--- src/core/spfm_pkg.sv ---
package spfm_pkg;
    localparam int PA_W  = 4;
    localparam int PB_W  = 8;
    localparam int PIN_W = 13;
    // pin index layout in the flat pin vector
    localparam int PA_LSB = 0;
    localparam int PB_LSB = 4;
    localparam int PC_LSB = 12;
    // port b positions of shared functions
    localparam int PB_SCMP_LSB = 0;
    localparam int PB_TCMP_LSB = 3;
    localparam int PB_TDIR     = 6;
    localparam int PB_TCLK     = 7;
    localparam int CMP_W       = 3;
    // reset values: bit i/o, input, low
    localparam logic [PIN_W-1:0] SEL_RST = 13'h0000;
    localparam logic [PIN_W-1:0] DIR_RST = 13'h0000;
    localparam logic [PIN_W-1:0] DAT_RST = 13'h0000;

    typedef struct packed {
        logic [PIN_W-1:0] func_sel;
        logic [PIN_W-1:0] dir_out;
        logic [PIN_W-1:0] data_out;
    } spfm_cfg_t;

    typedef struct packed {
        logic [CMP_W-1:0] simple_compare_out;
        logic [CMP_W-1:0] timer_compare_out;
        logic             pdp_mask;
    } spfm_periph_t;
endpackage : spfm_pkg

--- src/core/spfm_mux.sv ---
`timescale 1ns/1ps
`default_nettype none
// Functional notes
// RULE1 - reset leaves every shared pin digital input
// RULE2 - port a bits feed two converters
// RULE3 - port b 0..2 carry simple compare outputs
// RULE4 - simple compare pins tristate on protect low
// RULE5 - timer compares on b3..5, tristate too
// RULE6 - direction pin low up, high down
// RULE7 - port b7 routes external timer clock
// RULE8 - port c0 routes conversion start trigger
// RULE9 - select, direction, data bit per pin
module spfm_mux (
    input  wire logic                   ref_clk,
    input  wire logic                   rst_n,
    input  wire spfm_pkg::spfm_cfg_t    cfg,
    input  wire spfm_pkg::spfm_periph_t periph,
    input  wire logic                   power_drive_protect_in,
    input  wire logic [12:0]            pin_in,
    output logic      [12:0]            pin_out,
    output logic      [12:0]            pin_oe,
    output logic      [12:0]            bit_io_in,
    output logic      [1:0]             conv1_analog_en,
    output logic      [1:0]             conv2_analog_en,
    output logic                        timer_count_down,
    output logic                        timer_ext_clock_in,
    output logic                        timer_ext_clock_valid,
    output logic                        conv_start_trigger_in,
    output logic                        conv_start_valid
);
    logic [12:0] sync1_q;
    logic [12:0] sync2_q;
    logic [12:0] sync1_d;
    logic [12:0] sync2_d;
    logic [12:0] out_q;
    logic [12:0] out_d;
    logic [12:0] oe_q;
    logic [12:0] oe_d;
    logic [12:0] in_q;
    logic [12:0] in_d;
    logic [1:0]  a1_q;
    logic [1:0]  a1_d;
    logic [1:0]  a2_q;
    logic [1:0]  a2_d;
    logic        pdp1_q;
    logic        pdp2_q;
    logic        pdp1_d;
    logic        pdp2_d;
    logic        dn_q;
    logic        dn_d;
    logic        clk_q;
    logic        clk_d;
    logic        clkv_q;
    logic        clkv_d;
    logic        soc_q;
    logic        soc_d;
    logic        socv_q;
    logic        socv_d;
    logic        trip;

    // two-flop synchronisers for pins and protect input
    always_comb begin
        sync1_d = pin_in;
        sync2_d = sync1_q;
        pdp1_d  = power_drive_protect_in;
        pdp2_d  = pdp1_q;
    end

    always_ff @(posedge ref_clk) begin
        if (!rst_n) begin
            sync1_q <= 13'h0000;
            sync2_q <= 13'h0000;
            pdp1_q  <= 1'h1;
            pdp2_q  <= 1'h1;
        end else begin
            sync1_q <= sync1_d;
            sync2_q <= sync2_d;
            pdp1_q  <= pdp1_d;
            pdp2_q  <= pdp2_d;
        end
    end

    // pin drive: bit i/o when not selected, compare output when a compare is selected, released for other functions
    always_comb begin
        trip  = !periph.pdp_mask && !pdp2_q;
        in_d  = sync2_q;
        out_d = cfg.data_out;
        oe_d  = cfg.dir_out & ~cfg.func_sel; // RULE9
        for (int i = 0; i < spfm_pkg::CMP_W; i++) begin
            if (cfg.func_sel[spfm_pkg::PB_LSB + spfm_pkg::PB_SCMP_LSB + i]) begin
                out_d[spfm_pkg::PB_LSB + spfm_pkg::PB_SCMP_LSB + i] = periph.simple_compare_out[i]; // RULE3
                oe_d[spfm_pkg::PB_LSB + spfm_pkg::PB_SCMP_LSB + i]  = !trip; // RULE4
            end
            if (cfg.func_sel[spfm_pkg::PB_LSB + spfm_pkg::PB_TCMP_LSB + i]) begin
                out_d[spfm_pkg::PB_LSB + spfm_pkg::PB_TCMP_LSB + i] = periph.timer_compare_out[i];
                oe_d[spfm_pkg::PB_LSB + spfm_pkg::PB_TCMP_LSB + i]  = !trip; // RULE5
            end
        end
    end

    always_ff @(posedge ref_clk) begin
        if (!rst_n) begin
            out_q <= spfm_pkg::DAT_RST;
            oe_q  <= spfm_pkg::DIR_RST; // RULE1
            in_q  <= 13'h0000;
        end else begin
            out_q <= out_d;
            oe_q  <= oe_d;
            in_q  <= in_d;
        end
    end

    // peripheral inputs, forced low when not selected
    always_comb begin
        a1_d   = cfg.func_sel[spfm_pkg::PA_LSB +: 2]; // RULE2
        a2_d   = cfg.func_sel[spfm_pkg::PA_LSB + 2 +: 2]; // RULE2
        dn_d   = cfg.func_sel[spfm_pkg::PB_LSB + spfm_pkg::PB_TDIR]
                 && sync2_q[spfm_pkg::PB_LSB + spfm_pkg::PB_TDIR]; // RULE6
        clkv_d = cfg.func_sel[spfm_pkg::PB_LSB + spfm_pkg::PB_TCLK];
        clk_d  = clkv_d && sync2_q[spfm_pkg::PB_LSB + spfm_pkg::PB_TCLK]; // RULE7
        socv_d = cfg.func_sel[spfm_pkg::PC_LSB];
        soc_d  = socv_d && sync2_q[spfm_pkg::PC_LSB]; // RULE8
    end

    always_ff @(posedge ref_clk) begin
        if (!rst_n) begin
            a1_q   <= 2'h0;
            a2_q   <= 2'h0;
            dn_q   <= 1'h0;
            clk_q  <= 1'h0;
            clkv_q <= 1'h0;
            soc_q  <= 1'h0;
            socv_q <= 1'h0;
        end else begin
            a1_q   <= a1_d;
            a2_q   <= a2_d;
            dn_q   <= dn_d;
            clk_q  <= clk_d;
            clkv_q <= clkv_d;
            soc_q  <= soc_d;
            socv_q <= socv_d;
        end
    end

    assign pin_out               = out_q;
    assign pin_oe                = oe_q;
    assign bit_io_in             = in_q;
    assign conv1_analog_en       = a1_q;
    assign conv2_analog_en       = a2_q;
    assign timer_count_down      = dn_q;
    assign timer_ext_clock_in    = clk_q;
    assign timer_ext_clock_valid = clkv_q;
    assign conv_start_trigger_in = soc_q;
    assign conv_start_valid      = socv_q;
endmodule : spfm_mux
`default_nettype wire

--- config.mk ---
export PLATFORM = sky130hd
export DESIGN_NAME = spfm_mux
export DESIGN_NICKNAME = d
export VERILOG_FILES = /design/src/core/spfm_pkg.sv /design/src/core/spfm_mux.sv
export SDC_FILE = /design/constraint.sdc
export NUM_CORES = 1
export LEC_CHECK = 0
export BUFFER_PORTS_ARGS = -buffer_cell sky130_fd_sc_hd__buf_2
export CORE_UTILIZATION = 45
export CTS_BUF_LIST = sky130_fd_sc_hd__clkbuf_2 sky130_fd_sc_hd__clkbuf_4 sky130_fd_sc_hd__clkbuf_8
export CTS_CLUSTER_SIZE = 10
export DETAILED_ROUTE_END_ITERATION = 12
export GPL_TIMING_DRIVEN = 0
export PLACE_DENSITY = 0.81
export REMOVE_ABC_BUFFERS = 1
export SLEW_MARGIN = 25
export SYNTH_ARGS = -nofsm -noshare
export SYNTH_HDL_FRONTEND = slang
export SYNTH_SLANG_ARGS = --single-unit
--- constraint.sdc ---
create_clock -name ref_clk -period 1.05 [get_ports ref_clk]
set_clock_uncertainty 0.1 [all_clocks]
set_input_delay 0.0525 -clock ref_clk [delete_from_list [all_inputs] [get_ports ref_clk]]
set_output_delay 0.0525 -clock ref_clk [all_outputs]
set_load 0.01 [all_outputs]
==> results.ini <==
[outcome]
outcome=finished clean

[yosys]
ys_ff_latch=76
mean_syn_cell_area_um2=12.5
synth_top_area_cell=sky130_fd_sc_hd__dfxtp_1
yosys_most_used_dff=sky130_fd_sc_hd__dfxtp_1
synth-warning-count=0
synth_sequential_area_ratio_pct=69.8
synth_area_leaders=sky130_fd_sc_hd__dfxtp_1 (70%), sky130_fd_sc_hd__and2_1 (15%), sky130_fd_sc_hd__mux2i_1 (2.8%)
postSynthCellCount=174
netlist_top_cells_count=sky130_fd_sc_hd__dfxtp_1 (76), sky130_fd_sc_hd__and2_1 (52)
number_of_enable_flip_flop_cells_after_synthesis=0
yosys.area.top_type_share_pct=69.8
synth_cell_type_count=17
synth_most_common_cell=sky130_fd_sc_hd__dfxtp_1
netlist_area_um2=2180
proportion_of_synthesized_flip_flops_having_asynchronous_set_or_reset_pct=0

[placement]
gp_congestion=0.735
placement.io_buffers=109
placed_cells=327
detailed_place_hpwl_mm=2.63
dpl_worst_slack_ps=-248
placed_cell_area_um2=2730

[sta]
final_critical_path_setup_slack_ps=41.2
hold_viol=0
rsz0062_at_grt=false
final.period_utilization_pct=96.1
finalSetupViolations=0
slew_headroom_pct=61.6
final_min_period_ps=1010
max_clock_freq_mhz=991
worstMarginPinSlew_ps=576
report.final.slew_viol_count=0

[run]
cap_viol_max_count=0

[power]
power.density_nw_per_um2=1810
static-leakage-power_uw=0.00178
sum_of_internal_switching_and_leakage_power_uw=6530
max-vdd-ir-drop_mv=1.39

[global_routing]
global_route_wire_length_before_repair_mm=7.98
total_global_routing_track_utilization_pct=21.3
grt_start_max_net_pins=77
grt_overflow_total=0
first_global_vias=1816
grt_antenna_before_repair=0

[setup_path]
path_max_fanout=6
worst_r2r_startpoint=pdp2_q
timing.critical_path.to_type=flop
cpMaxStageDelayCell=sky130_fd_sc_hd__dlygate4sd3_1
worst_ep_arrival_time_ps=1120
crit_chain=dlygate4sd3_1 -> buf_2 -> nor2_2 -> a21oi_1
cp_data_required_time_ps=1160
crit_path_start=periph[0]
setup.reg_to_reg.worst_slack_ps=100
cp-start-kind=input port
cpPeakStageDelay_ps=550
worstSetupPathType=input port to flop

[cells_and_area]
share_of_final_layout_standard_cells_stronger_than_drive_strength_1_pct=37.6
diodes=0
final_design_area_no_fill_um2=3610
post-route-util_pct=80.1
sequential_cell_area_um2=1520
layout-area-overhead-vs-synth_pct=65.6
post_layout_nonfiller_instances=403
fillCellCount=282
finalNetCount=408
area_occupied_by_multi_input_gates_um2=603

[clock_network]
clkSinkCount=76
clockRootBuffer=sky130_fd_sc_hd__clkbuf_8
clock_tree.htree_level_count=3
cts-buffers-inserted=9
clk-insertion-delay-late_ps=330
cts_tree=built
cts-root-to-sink-buffers=2
clk_pin_slew_ps=80

[routing]
detailed_route_iter0_violations=53
firstDrtPassIters=4
drt-wirelength-per-cell_um=13.0
drc=0
drt.antenna.violating_nets=0
routed_via_density=4.36
num_vias=1756
wl_mm=5.22

[die]
chipWidth_um=71.6
placement_rows=24
io_pins=110
die_area_um2=5130
floorplan.initialDensity_pct=48.4
die_height_um=71.6
core_region_area_um2=4500

[min_path]
hold_class=input port to flop
min-delay-start=rst_n

layout make-up:
class / count / area share, %
multi-input combinational: 90 / 16.7
clock buffer: 10 / 3.81
clock inverter: 6 / 3.71
timing repair buffer: 169 / 31.8
sequential: 76 / 42.1
tap: 52 / 1.80
state kept, by name (all words and copies together), names as in the netlist, 2 cells and up:
signal and count:
sync1_q 13, pin_out 13, bit_io_in 13, in_d 13
conv1_analog_en 2, conv2_analog_en 2, pin_oe 13
cells in the final DEF (no fill, tap or decap):
master and count:
sky130_fd_sc_hd__nand2b_1 2, sky130_fd_sc_hd__nor2_1 1, sky130_fd_sc_hd__dfxtp_1 76, sky130_fd_sc_hd__bufinv_16 4
sky130_fd_sc_hd__and3_1 3, sky130_fd_sc_hd__clkinv_2 1, sky130_fd_sc_hd__inv_6 1, sky130_fd_sc_hd__nor2b_1 6
sky130_fd_sc_hd__dlygate4sd3_1 60, sky130_fd_sc_hd__o21ai_2 6, sky130_fd_sc_hd__buf_4 1, sky130_fd_sc_hd__nand2_1 1
sky130_fd_sc_hd__mux2i_1 6, sky130_fd_sc_hd__nor2_2 1, sky130_fd_sc_hd__and2_1 52, sky130_fd_sc_hd__a21oi_1 6
sky130_fd_sc_hd__and3b_1 6, sky130_fd_sc_hd__buf_2 108, sky130_fd_sc_hd__clkbuf_8 10
worst max-delay path: cells and delay by family:
kind / cells / cell delay [ps]
and+or+nand+nor: 1 / 240
AOI/OAI and AO/OA: 1 / 140
buffers and inverters: 2 / 680
worst paths after layout:
check	cells past startpoint	to
worst max-delay path	4	pin_oe[8]
worst min-delay path	2	pdp2_q
worst max register to register	2	pin_oe[8]
worst min register to register	1	pdp2_q
stage by stage:
stage               setup TNS (ps)  hold WS, ps
floorplan                        0         24.0
global route                     0          144
detailed placement          -14570          126
global placement            -13340          121
finish                           0          109
CTS                              0        -48.7
cell families after synthesis:
logic type,synth area share [%]
mux,2.76
buf+inv,2.64
flops,69.8
compound gates,3.79
simple gates,21.0
timing repair:
action,CTS,global route
hold buffers,59,1
setup buffers,0,0
hold endpoints to repair,49,6
gates resized for setup,0,1
endpoints found under the setup margin,0,6
routing by layer:
layer	GRT usage, %	part of all wire (%)	routed length, µm
met2	38.5	53	2740
met1	21.5	38	1970
met3	7.59	8.2	427
met5	0	0	0
met4	11.3	1.5	78
where the power goes:
part / internal (µW) / leakage, µW / total, µW / switching, µW
combinational: 360 / 0.00102 / 595 / 235
clock: 1890 / 0.000137 / 2890 / 1010
sequential: 3010 / 0.000628 / 3040 / 30.3
Note: power is estimated with default switching activity, not from simulation.
